===== src/ivf_pkg.sv =====
// Package for the input-voltage fault response block
package ivf_pkg;
  localparam logic [7:0] ADDR_HIGH_WARN  = 8'h57;
  localparam logic [7:0] ADDR_LOW_WARN   = 8'h58;
  localparam logic [7:0] ADDR_LOW_FAULT  = 8'h59;
  localparam logic [7:0] ADDR_LOW_ACTION = 8'h5a;
  localparam logic [15:0] HIGH_WARN_RST   = 16'hffff;
  localparam logic [15:0] LOW_WARN_RST    = 16'h0000;
  localparam logic [15:0] LOW_FAULT_RST   = 16'h0000;
  localparam logic [7:0]  LOW_ACTION_RST  = 8'h00;
  localparam int RESP_HI = 7;
  localparam int RESP_LO = 6;
  localparam int RETRY_HI = 5;
  localparam int RETRY_LO = 3;
  localparam int DELAY_HI = 2;
  localparam int DELAY_LO = 0;
  localparam logic [2:0] RETRY_NONE     = 3'h0;
  localparam logic [2:0] RETRY_FOREVER  = 3'h7;
  localparam int UNIT_W  = 16;
  localparam int COUNT_W = 24;
  localparam logic [UNIT_W-1:0] UNIT_CYCLES_DEF = 16'h0028;
  localparam logic [COUNT_W-1:0] COUNT_ONE = 24'h000001;

  typedef enum logic [1:0] {RESP_IGNORE, RESP_OPERATE, RESP_DISABLE, RESP_LATCH} ivf_resp_t;

  typedef struct packed {
    logic       wrEn;
    logic       rdEn;
    logic [7:0] addr;
    logic [15:0] wrData;
  } ivf_req_t;

  typedef struct packed {
    logic        highWarn;
    logic        lowWarn;
    logic        lowFault;
  } ivf_flags_t;
endpackage


===== src/ivf_cmp.sv =====
// Threshold comparators for the measured input voltage
`timescale 1ns/10ps
`default_nettype none
module ivf_cmp
  import ivf_pkg::*;
(
  input  wire logic        clk_sys,
  input  wire logic        rstn,
  input  wire logic [15:0] vinMeas,
  input  wire logic [15:0] highWarnLim,
  input  wire logic [15:0] lowWarnLim,
  input  wire logic [15:0] lowFaultLim,
  output var ivf_flags_t   flags
);
  ivf_flags_t flags_d;
  ivf_flags_t flags_q;

  always_comb begin
    flags_d.highWarn = vinMeas > highWarnLim;
    flags_d.lowWarn  = vinMeas < lowWarnLim;
    flags_d.lowFault = vinMeas < lowFaultLim;
  end

  always_ff @(posedge clk_sys or negedge rstn) begin
    if (!rstn) begin
      flags_q <= '0;
    end else begin
      flags_q <= flags_d;
    end
  end

  assign flags = flags_q;
endmodule
`default_nettype wire


===== src/ivf_core.sv =====
// Input-voltage supervision with programmable low-input fault response
// Behaviour
// - Read/write 16-bit high warning threshold
// - Read/write 16-bit low warning threshold
// - Read/write 16-bit low fault threshold
// - Response 00 ignores the fault
// - Response 01 runs delay, then retry setting
// - Response 10 disables at once, then retry setting
// - Response 11 latches off until cleared
// - Reset or off/on cycle also clears
// - Retry code 000 never restarts
// - Retry code 001 restarts once
// - Restart spacing is delay count times unit
// - Delay codes 6,7 give 64,128 units
// - Codes 010..110 give two to six restarts
// - Code 111 retries without limit
// - Delay field is power-of-two unit count
`timescale 1ns/10ps
`default_nettype none
module ivf_core
  import ivf_pkg::*;
(
  input  wire logic              clk_sys,
  input  wire logic              rstn,
  input  wire ivf_req_t          req,
  output logic [15:0]            rdData,
  output logic                   rdValid,
  input  wire logic [15:0]       vinMeas,
  input  wire logic [UNIT_W-1:0] unitCycles,
  input  wire logic              outCmdOn,
  input  wire logic              clearFaults,
  input  wire logic              clearStatus,
  output logic                   outEnable,
  output logic                   highWarnFlag,
  output logic                   lowWarnFlag,
  output logic                   lowFaultStatus,
  output logic                   latchedOff
);
  typedef enum logic [1:0] {ST_RUN, ST_WAIT, ST_OFF, ST_LATCH} ivf_state_t;

  logic [15:0] hiWarn_q, hiWarn_d, loWarn_q, loWarn_d, loFault_q, loFault_d;
  logic [7:0]  action_q, action_d;
  logic [15:0] rdData_q, rdData_d;
  logic        rdValid_q, rdValid_d;
  ivf_flags_t  flags;
  ivf_state_t  st_q, st_d;
  logic [COUNT_W-1:0] cnt_q, cnt_d;
  logic [2:0]  tries_q, tries_d;
  logic        en_q, en_d, stat_q, stat_d, cmdOn_q;
  logic        hw_q, lw_q;
  logic        latch_q, latch_d;
  ivf_resp_t   resp;
  logic [2:0]  retries;
  logic [COUNT_W-1:0] delayCycles;
  logic        offCycle, clr;

  ivf_cmp u_cmp (
    .clk_sys     (clk_sys),
    .rstn        (rstn),
    .vinMeas     (vinMeas),
    .highWarnLim (hiWarn_q),
    .lowWarnLim  (loWarn_q),
    .lowFaultLim (loFault_q),
    .flags       (flags)
  );

  // Register file
  always_comb begin
    hiWarn_d  = hiWarn_q;
    loWarn_d  = loWarn_q;
    loFault_d = loFault_q;
    action_d  = action_q;
    rdData_d  = rdData_q;
    rdValid_d = req.rdEn;
    if (req.wrEn) begin
      unique case (req.addr)
        ADDR_HIGH_WARN:  hiWarn_d  = req.wrData;
        ADDR_LOW_WARN:   loWarn_d  = req.wrData;
        ADDR_LOW_FAULT:  loFault_d = req.wrData;
        ADDR_LOW_ACTION: action_d  = req.wrData[7:0];
        default: ;
      endcase
    end
    if (req.rdEn) begin
      unique case (req.addr)
        ADDR_HIGH_WARN:  rdData_d = hiWarn_q;
        ADDR_LOW_WARN:   rdData_d = loWarn_q;
        ADDR_LOW_FAULT:  rdData_d = loFault_q;
        ADDR_LOW_ACTION: rdData_d = {8'h00, action_q};
        default:         rdData_d = 16'h0000;
      endcase
    end
  end

  always_ff @(posedge clk_sys or negedge rstn) begin
    if (!rstn) begin
      hiWarn_q  <= HIGH_WARN_RST;
      loWarn_q  <= LOW_WARN_RST;
      loFault_q <= LOW_FAULT_RST;
      action_q  <= LOW_ACTION_RST;
      rdData_q  <= 16'h0000;
      rdValid_q <= 1'b0;
    end else begin
      hiWarn_q  <= hiWarn_d;
      loWarn_q  <= loWarn_d;
      loFault_q <= loFault_d;
      action_q  <= action_d;
      rdData_q  <= rdData_d;
      rdValid_q <= rdValid_d;
    end
  end

  assign resp    = ivf_resp_t'(action_q[RESP_HI:RESP_LO]);
  assign retries = action_q[RETRY_HI:RETRY_LO];
  // Unit count is 2**code, so code 6 is 64 and 7 is 128 units
  assign delayCycles = COUNT_W'(unitCycles) << action_q[DELAY_HI:DELAY_LO];
  assign offCycle = cmdOn_q && !outCmdOn;
  assign clr = clearFaults || clearStatus || offCycle;

  // Fault response sequencer
  always_comb begin
    st_d    = st_q;
    cnt_d   = cnt_q;
    tries_d = tries_q;
    en_d    = en_q;
    stat_d  = stat_q || flags.lowFault;
    if (clearFaults || clearStatus) stat_d = flags.lowFault;
    unique case (st_q)
      ST_RUN: begin
        en_d    = outCmdOn;
        tries_d = 3'h0;
        if (flags.lowFault && outCmdOn) begin
          unique case (resp)
            RESP_IGNORE: ;
            RESP_OPERATE: begin
              st_d  = ST_WAIT;
              cnt_d = delayCycles;
            end
            RESP_DISABLE: begin
              en_d = 1'b0;
              if (retries == RETRY_NONE) begin
                st_d = ST_LATCH;
              end else begin
                st_d  = ST_OFF;
                cnt_d = delayCycles;
              end
            end
            RESP_LATCH: begin
              en_d = 1'b0;
              st_d = ST_LATCH;
            end
          endcase
        end
      end
      ST_WAIT: begin
        cnt_d = cnt_q - COUNT_ONE;
        if (!flags.lowFault || !outCmdOn) begin
          st_d = ST_RUN;
        end else if (cnt_q <= COUNT_ONE) begin
          en_d = 1'b0;
          if (retries == RETRY_NONE) begin
            st_d = ST_LATCH;
          end else begin
            st_d  = ST_OFF;
            cnt_d = delayCycles;
          end
        end
      end
      ST_OFF: begin
        en_d  = 1'b0;
        cnt_d = cnt_q - COUNT_ONE;
        if (!outCmdOn) begin
          st_d = ST_RUN;
        end else if (cnt_q <= COUNT_ONE) begin
          if (flags.lowFault) begin
            if (retries != RETRY_FOREVER && tries_q + 3'h1 >= retries) begin
              st_d = ST_LATCH;
            end else begin
              tries_d = tries_q + 3'h1;
              cnt_d   = delayCycles;
            end
          end else begin
            en_d = 1'b1;
            st_d = ST_RUN;
          end
        end
      end
      ST_LATCH: begin
        en_d = 1'b0;
        if (clr) st_d = ST_RUN;
      end
    endcase
    // Latched-off output is registered alongside the state
    latch_d = (st_d == ST_LATCH);
  end

  always_ff @(posedge clk_sys or negedge rstn) begin
    if (!rstn) begin
      st_q    <= ST_RUN;
      cnt_q   <= '0;
      tries_q <= 3'h0;
      en_q    <= 1'b0;
      stat_q  <= 1'b0;
      cmdOn_q <= 1'b0;
      hw_q    <= 1'b0;
      lw_q    <= 1'b0;
      latch_q <= 1'b0;
    end else begin
      st_q    <= st_d;
      cnt_q   <= cnt_d;
      tries_q <= tries_d;
      en_q    <= en_d;
      stat_q  <= stat_d;
      cmdOn_q <= outCmdOn;
      hw_q    <= flags.highWarn;
      lw_q    <= flags.lowWarn;
      latch_q <= latch_d;
    end
  end

  assign rdData         = rdData_q;
  assign rdValid        = rdValid_q;
  assign outEnable      = en_q;
  assign highWarnFlag   = hw_q;
  assign lowWarnFlag    = lw_q;
  assign lowFaultStatus = stat_q;
  assign latchedOff     = latch_q;

  a_ignore_keeps_on: assert property (@(posedge clk_sys) disable iff (!rstn)
    (st_q == ST_RUN && resp == RESP_IGNORE && outCmdOn) |=> en_q)
    else $error("Output dropped with ignore response");
  a_latch_holds_off: assert property (@(posedge clk_sys) disable iff (!rstn)
    (st_q == ST_LATCH && !clr) |=> (st_q == ST_LATCH) && !en_q)
    else $error("Latched-off state left without clear");
  a_disable_immediate: assert property (@(posedge clk_sys) disable iff (!rstn)
    (st_q == ST_RUN && flags.lowFault && outCmdOn && resp == RESP_DISABLE) |=> !en_q)
    else $error("Disable response did not drop output");
  a_no_retry_latch: assert property (@(posedge clk_sys) disable iff (!rstn)
    (st_q == ST_RUN && flags.lowFault && outCmdOn && resp == RESP_DISABLE
     && retries == RETRY_NONE) |=> (st_q == ST_LATCH))
    else $error("Zero retry code did not latch");
  a_clear_releases: assert property (@(posedge clk_sys) disable iff (!rstn)
    (st_q == ST_LATCH && clr) |=> (st_q == ST_RUN))
    else $error("Clear did not release latch");
  a_wait_keeps_on: assert property (@(posedge clk_sys) disable iff (!rstn)
    (st_q == ST_WAIT && cnt_q > COUNT_ONE) |=> en_q == $past(en_q))
    else $error("Output changed during operate delay");
  a_delay_loaded: assert property (@(posedge clk_sys) disable iff (!rstn)
    (st_q == ST_RUN && st_d == ST_WAIT) |=> cnt_q == $past(delayCycles))
    else $error("Operate delay not loaded");
  a_off_no_enable: assert property (@(posedge clk_sys) disable iff (!rstn)
    (st_q == ST_OFF) |-> !en_q || $past(st_q) != ST_OFF)
    else $error("Output on while waiting to retry");
  a_tries_bound: assert property (@(posedge clk_sys) disable iff (!rstn)
    (retries != RETRY_FOREVER && retries != RETRY_NONE) |-> tries_q < retries)
    else $error("Retry count exceeded");
  c_latch: cover property (@(posedge clk_sys) disable iff (!rstn) st_q == ST_LATCH);
  c_wait: cover property (@(posedge clk_sys) disable iff (!rstn) st_q == ST_WAIT);
  c_restart: cover property (@(posedge clk_sys) disable iff (!rstn)
    st_q == ST_OFF ##1 st_q == ST_RUN);
  c_operate_latch: cover property (@(posedge clk_sys) disable iff (!rstn)
    st_q == ST_WAIT ##1 st_q == ST_LATCH);
  c_forever: cover property (@(posedge clk_sys) disable iff (!rstn)
    st_q == ST_OFF && retries == RETRY_FOREVER);

  // Register bus checks
  a_high_write_lands: assert property (@(posedge clk_sys) disable iff (!rstn)
    (req.wrEn && req.addr == ADDR_HIGH_WARN) |=> hiWarn_q == $past(req.wrData))
    else $error("High warning threshold write lost");
  a_lowwarn_write_lands: assert property (@(posedge clk_sys) disable iff (!rstn)
    (req.wrEn && req.addr == ADDR_LOW_WARN) |=> loWarn_q == $past(req.wrData))
    else $error("Low warning threshold write lost");
  a_lowfault_write_lands: assert property (@(posedge clk_sys) disable iff (!rstn)
    (req.wrEn && req.addr == ADDR_LOW_FAULT) |=> loFault_q == $past(req.wrData))
    else $error("Low fault threshold write lost");
  a_high_read_returns: assert property (@(posedge clk_sys) disable iff (!rstn)
    (req.rdEn && req.addr == ADDR_HIGH_WARN) |=> rdValid_q && rdData_q == $past(hiWarn_q))
    else $error("High warning threshold read wrong");
  a_rdvalid_pulse: assert property (@(posedge clk_sys) disable iff (!rstn)
    rdValid_q |-> $past(req.rdEn))
    else $error("Read valid without a read request");

  // Sequencer checks
  a_ignore_no_latch: assert property (@(posedge clk_sys) disable iff (!rstn)
    (st_q == ST_RUN && resp == RESP_IGNORE) |=> st_q == ST_RUN)
    else $error("Ignore response left run state");
  a_forever_no_latch: assert property (@(posedge clk_sys) disable iff (!rstn)
    (st_q == ST_OFF && retries == RETRY_FOREVER) |=> st_q != ST_LATCH)
    else $error("Endless retry latched off");
  a_retry_spacing: assert property (@(posedge clk_sys) disable iff (!rstn)
    (st_q == ST_OFF && $past(st_q) != ST_OFF) |-> cnt_q == $past(delayCycles))
    else $error("Retry interval not loaded");
  a_latch_output_off: assert property (@(posedge clk_sys) disable iff (!rstn)
    latch_q |-> !en_q)
    else $error("Output on while latched off");
  a_delay_longest: assert property (@(posedge clk_sys) disable iff (!rstn)
    (action_q[DELAY_HI:DELAY_LO] == 3'h7) |-> delayCycles == {unitCycles, 7'h00})
    else $error("Delay code seven is not 128 units");
  a_status_sticky: assert property (@(posedge clk_sys) disable iff (!rstn)
    flags.lowFault |=> stat_q)
    else $error("Low fault status not set");
endmodule
`default_nettype wire


===== config.mk =====
export PLATFORM = sky130hd
export DESIGN_NAME = ivf_core
export DESIGN_NICKNAME = d
export VERILOG_FILES = /design/src/ivf_pkg.sv /design/src/ivf_cmp.sv /design/src/ivf_core.sv
export SDC_FILE = /design/constraint.sdc
export NUM_CORES = 1
export LEC_CHECK = 0
export BUFFER_PORTS_ARGS = -buffer_cell sky130_fd_sc_hd__buf_4
export CORE_MARGIN = 2
export CORE_UTILIZATION = 50
export CTS_BUF_LIST = sky130_fd_sc_hd__clkbuf_16
export DETAILED_ROUTE_END_ITERATION = 6
export GPL_TIMING_DRIVEN = 1
export PLACE_DENSITY_LB_ADDON = 0.12
export SLEW_MARGIN = 15
export SYNTH_ARGS = -nofsm -noshare
export SYNTH_HDL_FRONTEND = slang
export SYNTH_SLANG_ARGS = --single-unit

===== constraint.sdc =====
create_clock -name clk_sys -period 2.3 [get_ports clk_sys]
set_input_delay 0.115 -clock clk_sys [delete_from_list [all_inputs] [get_ports clk_sys]]
set_output_delay 0.115 -clock clk_sys [all_outputs]
set_load 0.02 [all_outputs]

==> results of run 1 <==
## state kept, by name (all words and copies together), names as in the netlist, 2 cells and up
register,flops
action_q,8
cnt_q,24
hiWarn_q,16
loFault_q,16
loWarn_q,16
rdData,16
st_q,2
tries_q,3
u_cmp.flags,3
## final timing paths
kind | cells after the start | slack [ns] | start | to
min reg2reg | 0 | 0.36 | u_cmp.flags[2]$_DFF_PN0_ | highWarnFlag$_DFF_PN0_
min in group asynchronous | 2 | 0.25 | rstn | cnt_q[6]$_DFFE_PN0P_
max reg2reg | 10 | -0.19 | tries_q[1]$_DFFE_PN0P_ | cnt_q[17]$_DFFE_PN0P_
min | 2 | 0.006 | req[11] | hiWarn_q[11]$_DFFE_PN1P_
max | 10 | -0.19 | tries_q[1]$_DFFE_PN0P_ | cnt_q[17]$_DFFE_PN0P_
max in group asynchronous | 3 | 1.25 | rstn | hiWarn_q[7]$_DFFE_PN1P_
## cell families (layout without fill, tap and decap cells)
family                     count (synthesis)  count (layout)  synth area share
AOI/OAI and AO/OA                        168             168             0.174
xor gates and xnor gates                   8               8           0.00987
adders and majority gates                 56              56            0.0987
buffers and inverters                    103             259            0.0557
DFF                                      111             111             0.394
muxes                                     92              92             0.141
and+or+nand+nor                          162             162             0.127
## routing by layer
metal  wire (um)  GRT usage  part of all wire
met3         831     0.0337             0.042
met1        8170      0.331              0.41
met5           0          0                 0
met2       10200      0.484              0.52
met4         480     0.0980             0.024
## per-stage QoR
step	setup TNS [ns]	utilization	total power [mW]	hold slack [ns]	area, um^2
after floorplan	-0.151	-	4.08	-0.181	7130
after CTS	-2.75	0.638	7.15	0.000962	8860
after detailed placement	-2.42	0.608	5.42	0.0968	8440
final	-2.86	0.640	7.19	0.00638	8890
after global placement	-1.12	0.608	5.38	0.0975	8440
after global routing	-6.28	0.640	7.57	0.00843	8890
## worst reg2reg max path: stages, from the launching register on
cell and delay (ns):
dfrtp_1 0.39, ha_2 0.19, xor2_1 0.16, ha_1 0.32, a21oi_2 0.15, o211ai_1 0.16, a2111oi_4 0.36, o21ai_2 0.16
buf_4 0.21, a21o_1 0.16, o311ai_0 0.09
## repair_timing
| action | CTS | global route |
|---|---|---|
| resized for setup | 11 | 5 |
| endpoints found under the setup margin | 27 | 30 |
| setup buffers | 3 | 1 |
| pin swaps | 10 | 2 |
| hold buffers | 6 | 0 |
| endpoints found under the hold margin | 33 | 0 |
| gates cloned | 0 | 0 |
## cell type report
class / instances / area (um^2)
fill: 1186 / 4990
multi-input combinational: 486 / 3990
sequential: 111 / 2800
timing repair buffer: 167 / 1300
inverter: 76 / 285
clock buffer: 9 / 225
tap: 180 / 225
clock inverter: 7 / 66.3
## synthesized netlist by cell type (17+ instances only)
| master | instances | share of area |
|---|---|---|
| inv_1 | 76 | 0.040 |
| o22ai_1 | 23 | 0.020 |
| a21oi_1 | 25 | 0.018 |
| nor2_1 | 27 | 0.014 |
| mux2i_1 | 29 | 0.041 |
| o21ai_0 | 18 | 0.013 |
| clkbuf_1 | 19 | 0.010 |
| ha_1 | 56 | 0.099 |
| nand3_1 | 18 | 0.013 |
| nor3_1 | 17 | 0.012 |
| mux2_2 | 63 | 0.10 |
| dfrtp_1 | 95 | 0.33 |
| nand2_1 | 26 | 0.014 |
## power by group through the flow
stage | Combinational (mW) | Clock, mW | Sequential, mW
2_1_floorplan | 1.66 | 0 | 2.42
3_3_place_gp | 2.94 | 0 | 2.43
3_5_place_dp | 2.98 | 0 | 2.44
4_1_cts | 3.14 | 1.61 | 2.40
5_1_grt | 3.46 | 1.67 | 2.43
6_report | 3.21 | 1.58 | 2.41
==> results.yml, run 1 <==
outcome:
  status: "complete, but fails checks"
  violations: "setup timing"
worst_setup_path:
  cp_num_buf_inv: 1
  critPathTopFamily: "compound AO/OA/AOI/OAI gates"
  worstSetupPathType: "reg2reg"
  end_kind: "flip-flop"
  cp.required_ns: 2.53
  critPathMaxStageDelay_ns: 0.39
  cp-start-kind: "flip-flop"
  crit_chain: "ha_2, xor2_1, ha_1, a21oi_2, o211ai_1, a2111oi_4, o21ai_2, buf_4, a21o_1, o311ai_0"
  slowest_stage: "dfrtp_1"
  worstPathArrival_ns: 2.71
  cp_max_fo: 8
worst_hold_path:
  hp-class: "in2reg"
routing:
  first_iter_violations: 472
  antenna_left: 0
  dr.pass1.iters: 6
  drc: 0
  vias: 6149
  vias_per_cell: 5.94
  wl_mm: 19.7
  wire_per_inst_um: 19.0
layout:
  fin_cells: 1036
  syn_to_final_growth_pct: 25.2
  drive_gt1_frac: 0.335
  nets: 970
  layout_common_cells: "157 x buf_4, 95 x dfrtp_1, 78 x inv_1"
  final_common_cell: "buf_4"
  antenna_cells: 0
floorplan:
  rows: 43
  start_util: 0.512
  coreArea_um2: 13900
  die_x_um: 123
  die_h_um: 123
  die_area_um2: 15200
  io-pin-count: 85
global_route:
  grt.total_usage: 0.269
  antenna_found_initial: 0
  globalRouteOverflowTotal: 0
  grt_pass1_wl_mm: 31.4
  grt_max_degree: 56
  grt_pass1_vias: 6217
place:
  numPlacedInstances: 1010
  dp_hpwl_mm: 15.0
  place_congestion: 0.950
  portBuffers: 84
  dp_slack_ns: -0.179
timing:
  finalCritPeriodShare: 1.08
  clock_skew_ns: 0.00767
  hold_violations: 0
  worstMarginPinSlew_ns: 0.691
  fmax_mhz: 402
  grt_setup_unrepaired: "yes"
  slew_violations: 0
  setup_viol_count_final: 26
  fin_crit_ns: 2.49
  relSlewSlack: 0.537
  setup_ws_ns: -0.188
cts:
  tritoncts: "done"
  insertion_delay_ns: 0.36
  clockBufferDepth: 2
  clkSinkCount: 111
  cts_buffers: 9
  clkTransAtPathRegs_ns: 0.07
  cts_root_buffer: "clkbuf_16"
  cts-htree-levels: 3
power:
  power_frac_comb: 0.446
  seqPwrFrac: 0.335
  intPower_mw: 4.49
  power_density_nw_per_um2: 809
  power_frac_clock: 0.220
  vdd_drop_max_v: 0.000440
  p_sw_mw: 2.71
  leakagePower_nw: 3.91
  p_sw_frac: 0.376
synthesis:
  syn_area_um2: 7100
  synth_edf_count: 0
  synth_cells: 700
  synth-async-reset-ratio: 1.00
  syn_nets: 819
  ys.flop_type: "dfrtp_1"
  syn_avg_cell_area_um2: 10.1
  yosysSeqAreaShare: 0.394
  synth-seq-cells: 111
  ys_types: 66
  ys_warn_count: 0
run:
  cap_violations: 0
(Power assumes the default switching activity.)
==> run 2, diff against run 1 <==
- REMOVE_ABC_BUFFERS: default -> 1
==> results.yml, run 2 (same netlist as run 1, synthesis figures left out) <==
outcome:
  status: "complete, but fails checks"
  violations: "setup timing"
routing:
  dr.pass1.iters: 5
  first_iter_violations: 472
  vias_per_cell: 5.88
  vias: 6222
  wire_per_inst_um: 19.2
  wl_mm: 20.3
  drc: 0
  antenna_left: 0
power:
  finalPower_mw: 7.89
  leakagePower_nw: 4.07
  vdd_drop_max_v: 0.000380
  power_density_nw_per_um2: 853
worst_setup_path:
  worstSetupPathType: "reg2reg"
  r2r-start: "tries_q[1]$_DFFE_PN0P_"
  worstPathArrival_ns: 2.82
  cp-startpoint: "tries_q[1]$_DFFE_PN0P_"
  ff2ff_path_depth: 10
  end_kind: "flip-flop"
  timing.rr.end: "cnt_q[3]$_DFFE_PN0P_"
  cp_max_fo: 3
  r2r_slack_ns: -0.24
  cp-start-kind: "flip-flop"
  cp-endpoint: "cnt_q[3]$_DFFE_PN0P_"
  cp.required_ns: 2.58
layout:
  drive_gt1_frac: 0.369
  largest_register: "cnt_q"
  post-route-util: 0.666
  antenna_cells: 0
  layout_common_cells: "159 x buf_4, 95 x dfrtp_1, 76 x inv_1"
  syn_to_final_growth_pct: 30.2
  nets: 992
  largest_reg_flops: 24
  fin_cells: 1058
  final_common_cell: "buf_4"
  fin_area_um2: 9250
timing:
  fmax_mhz: 393
  setup_ws_ns: -0.244
  fin_crit_ns: 2.54
  finalCritPeriodShare: 1.11
  grt_setup_unrepaired: "yes"
  worstMarginPinSlew_ns: 0.806
  slew_violations: 0
  relSlewSlack: 0.459
  setup_viol_count_final: 28
  clock_skew_ns: 0.00580
  hold_violations: 0
cts:
  tritoncts: "done"
  clockBufferDepth: 2
  insertion_delay_ns: 0.36
  cts-htree-levels: 3
  clkTransAtPathRegs_ns: 0.08
  clkSinkCount: 111
  cts_buffers: 9
  cts_root_buffer: "clkbuf_16"
worst_hold_path:
  hp-class: "in2reg"
floorplan:
  coreArea_um2: 13900
  start_util: 0.512
  die_h_um: 123
  die_x_um: 123
  io-pin-count: 85
  rows: 43
  die_area_um2: 15200
run:
  cap_violations: 0
global_route:
  globalRouteOverflowTotal: 0
  grt_pass1_vias: 6474
  grt.total_usage: 0.278
  grt_max_degree: 48
  grt_pass1_wl_mm: 32.2
  antenna_found_initial: 0
place:
  place_congestion: 0.884
  dp_hpwl_mm: 15.1
  portBuffers: 84
  numPlacedInstances: 1021
  dp_slack_ns: -0.306
  placed_cell_area_um2: 8490
[run 2: cell count changes in the layout (fill, tap and decap cells not counted), moves of 3 or more]
cell | previous run | this run
buf_6 | 2 | 16
dlygate4sd3_1 | 6 | 10
nor2_4 | 0 | 4
a21oi_1 | 24 | 21
a21oi_2 | 1 | 4
o221ai_1 | 3 | 0
o221ai_2 | 0 | 3
[run 2: how the worst min path moves through the flow]
stage / start / to / slack, ns / cells after the start
final: req[0] / loWarn_q[0]$_DFFE_PN0P_ / 0.02 / 2
after global routing: req[0] / loWarn_q[0]$_DFFE_PN0P_ / 0.006 / 2
after global placement: rstn / cnt_q[0]$_DFFE_PN0P_ / 0.15 / 1
after detailed placement: rstn / cnt_q[0]$_DFFE_PN0P_ / 0.16 / 1
after CTS: req[0] / loWarn_q[0]$_DFFE_PN0P_ / 0.005 / 2
after floorplan: rstn / action_q[0]$_DFFE_PN0P_ / -0.18 / 0
[run 2: worst max-delay path, cell delays in order (launching register included)]
cell and delay, ns:
dfrtp_1 0.39, ha_2 0.20, xor2_1 0.16, ha_1 0.33
nand2_2 0.07, o21a_2 0.22, nor3_4 0.23, o31ai_4 0.12
buf_6 0.16, or4_1 0.50, o211ai_1 0.09
[run 2: repair_timing]
item                                    in CTS  in global routing
endpoints found under the setup margin      28                 31
hold buffers                                10                  0
pin swaps                                   34                 17
buffers inserted                             8                  3
cloned                                       2                  0
resized for setup                           53                 14
endpoints found under the hold margin       52                  0
[run 2: per-stage QoR]
stage	TNS, ns	hold WS [ns]
after floorplan	-3.07	-0.181
after global placement	-3.76	0.150
after detailed placement	-5.55	0.161
after CTS	-3.22	0.00492
after global routing	-7.37	0.00553
final	-3.82	0.0163
[run 2: cell type report]
class,instances,area (um^2)
Sequential cell,111,2800
Timing Repair Buffer,188,1530
Clock inverter,7,62.6
Fill cell,1118,4630
Clock buffer,9,225
Inverter,76,285
Multi-Input combinational cell,487,4120
Tap cell,180,225
[run 2: power breakdown]
part	switching, mW	internal, mW	leakage (nW)
clock	0.798	0.762	0.144
sequential	0.206	2.20	1.44
combinational	2.04	1.89	2.48
[run 2: metal layers]
layer	wire length [um]	up-vias	part of all wire	GRT usage
li1	-	2951	-	-
met1	8110	3057	0.40	0.316
met2	10800	177	0.53	0.519
met3	875	37	0.043	0.0415
met4	557	0	0.027	0.108
met5	0	-	0	0
==> run 3, diff against run 2 <==
- CORE_UTILIZATION: 50 -> 54
==> results.yml, run 3 (same netlist as run 1, synthesis figures left out) <==
worst_hold_path:
  hp-class: "in2reg"
floorplan:
  rows: 41
  die_x_um: 119
  die_h_um: 119
  coreArea_um2: 12700
  io-pin-count: 85
  die_area_um2: 14100
  start_util: 0.558
routing:
  wl_mm: 20.4
  vias_per_cell: 6.03
  first_iter_violations: 401
  dr.pass1.iters: 5
  wire_per_inst_um: 19.6
  drc: 0
  vias: 6272
  antenna_left: 0
timing:
  slew_violations: 0
  grt_setup_unrepaired: "yes"
  fmax_mhz: 379
  finalCritPeriodShare: 1.15
  fin_tns_setup_ns: -4.57
  clock_skew_ns: 0.00765
  worstMarginPinSlew_ns: 0.670
  setup_viol_count_final: 27
  hold_ws_ns: 0.00754
  hold_violations: 0
  relSlewSlack: 0.553
  setup_ws_ns: -0.336
  fin_crit_ns: 2.64
power:
  vdd_drop_max_v: 0.000465
  power_density_nw_per_um2: 859
  finalPower_mw: 7.85
  leakagePower_nw: 4.03
run:
  cap_violations: 0
layout:
  syn_to_final_growth_pct: 28.8
  final_common_cell: "buf_4"
  largest_reg_flops: 24
  drive_gt1_frac: 0.365
  seq_area_um2: 2800
  fillers: 981
  post-route-util: 0.719
  largest_register: "cnt_q"
  antenna_cells: 0
  nets: 982
  multiInputGateArea_um2: 4130
  layout_common_cells: "159 x buf_4, 95 x dfrtp_1, 78 x inv_1"
place:
  place_congestion: 0.891
  portBuffers: 84
  dp_hpwl_mm: 15.0
  dp_slack_ns: -0.450
cts:
  cts_root_buffer: "clkbuf_16"
  clockBufferDepth: 2
  clkTransAtPathRegs_ns: 0.07
  insertion_delay_ns: 0.35
  cts_buffers: 9
  clkSinkCount: 111
  tritoncts: "done"
  cts-htree-levels: 3
global_route:
  grt_pass1_wl_mm: 32.8
  grt_max_degree: 45
  grt.total_usage: 0.295
  antenna_found_initial: 0
  grt_pass1_vias: 6576
  globalRouteOverflowTotal: 0
worst_setup_path:
  cp-start-kind: "flip-flop"
  cp_max_fo: 5
  cp.required_ns: 2.56
  worstSetupPathType: "reg2reg"
  worstPathArrival_ns: 2.89
  end_kind: "flip-flop"
outcome:
  status: "complete, but fails checks"
  violations: "setup timing"
run 3: metrics by stage:
| stage | cell area, um^2 | std cells |
|---|---|---|
| floorplan | 6990 | 673 |
| global placement | 8460 | 1009 |
| detailed placement | 8460 | 1009 |
| CTS | 9000 | 1036 |
| global route | 9150 | 1040 |
| finish | 9150 | 1040 |
run 3: area by class of cell:
type                            count  share of cell area
Clock buffer                        9              0.0246
Clock inverter                      7             0.00807
Inverter                           76              0.0312
Multi-Input combinational cell    487               0.451
Sequential cell                   111               0.306
Tap cell                          172              0.0235
Timing Repair Buffer              178               0.156
run 3: repair_timing:
action | CTS | global route
gates cloned | 1 | 0
hold buffers | 2 | 0
resized for setup | 39 | 21
endpoints found under the hold margin | 36 | 0
setup buffers | 9 | 7
setup endpoints to repair | 27 | 30
pin swaps | 33 | 19
run 3: final timing paths:
kind	slack (ns)	end	cells after the start	from
worst max-delay path	-0.34	cnt_q[3]$_DFFE_PN0P_	10	tries_q[1]$_DFFE_PN0P_
min in group asynchronous	0.30	cnt_q[2]$_DFFE_PN0P_	2	rstn
worst min register to register	0.36	highWarnFlag$_DFF_PN0_	0	u_cmp.flags[2]$_DFF_PN0_
max in group asynchronous	1.25	hiWarn_q[12]$_DFFE_PN1P_	3	rstn
worst min-delay path	0.008	loFault_q[9]$_DFFE_PN0P_	2	req[9]
worst max register to register	-0.34	cnt_q[3]$_DFFE_PN0P_	10	tries_q[1]$_DFFE_PN0P_
run 3: power breakdown:
group          total (mW)  switching, mW  leakage, nW  internal (mW)
registers            2.38          0.184         1.44           2.20
clock network        1.59          0.740        0.151          0.852
logic                3.88           2.02         2.43           1.86
total                7.85           2.95         4.03           4.91
run 3: critical path, stage by stage, from the launching register on:
cell,delay [ns]
dfrtp_1,0.40
ha_2,0.21
xor2_2,0.17
ha_4,0.31
nand2_2,0.06
o21a_1,0.21
nor3_4,0.25
o31ai_4,0.13
buf_4,0.18
or4_1,0.52
o211ai_1,0.11
run 3: layer usage:
metal  track usage  vias to the layer above  part of all wire
met5             0                        -                 0
met3        0.0483                       61             0.041
met4         0.135                        0             0.045
li1              -                     2935                 -
met1         0.346                     3078              0.39
met2         0.526                      198              0.52
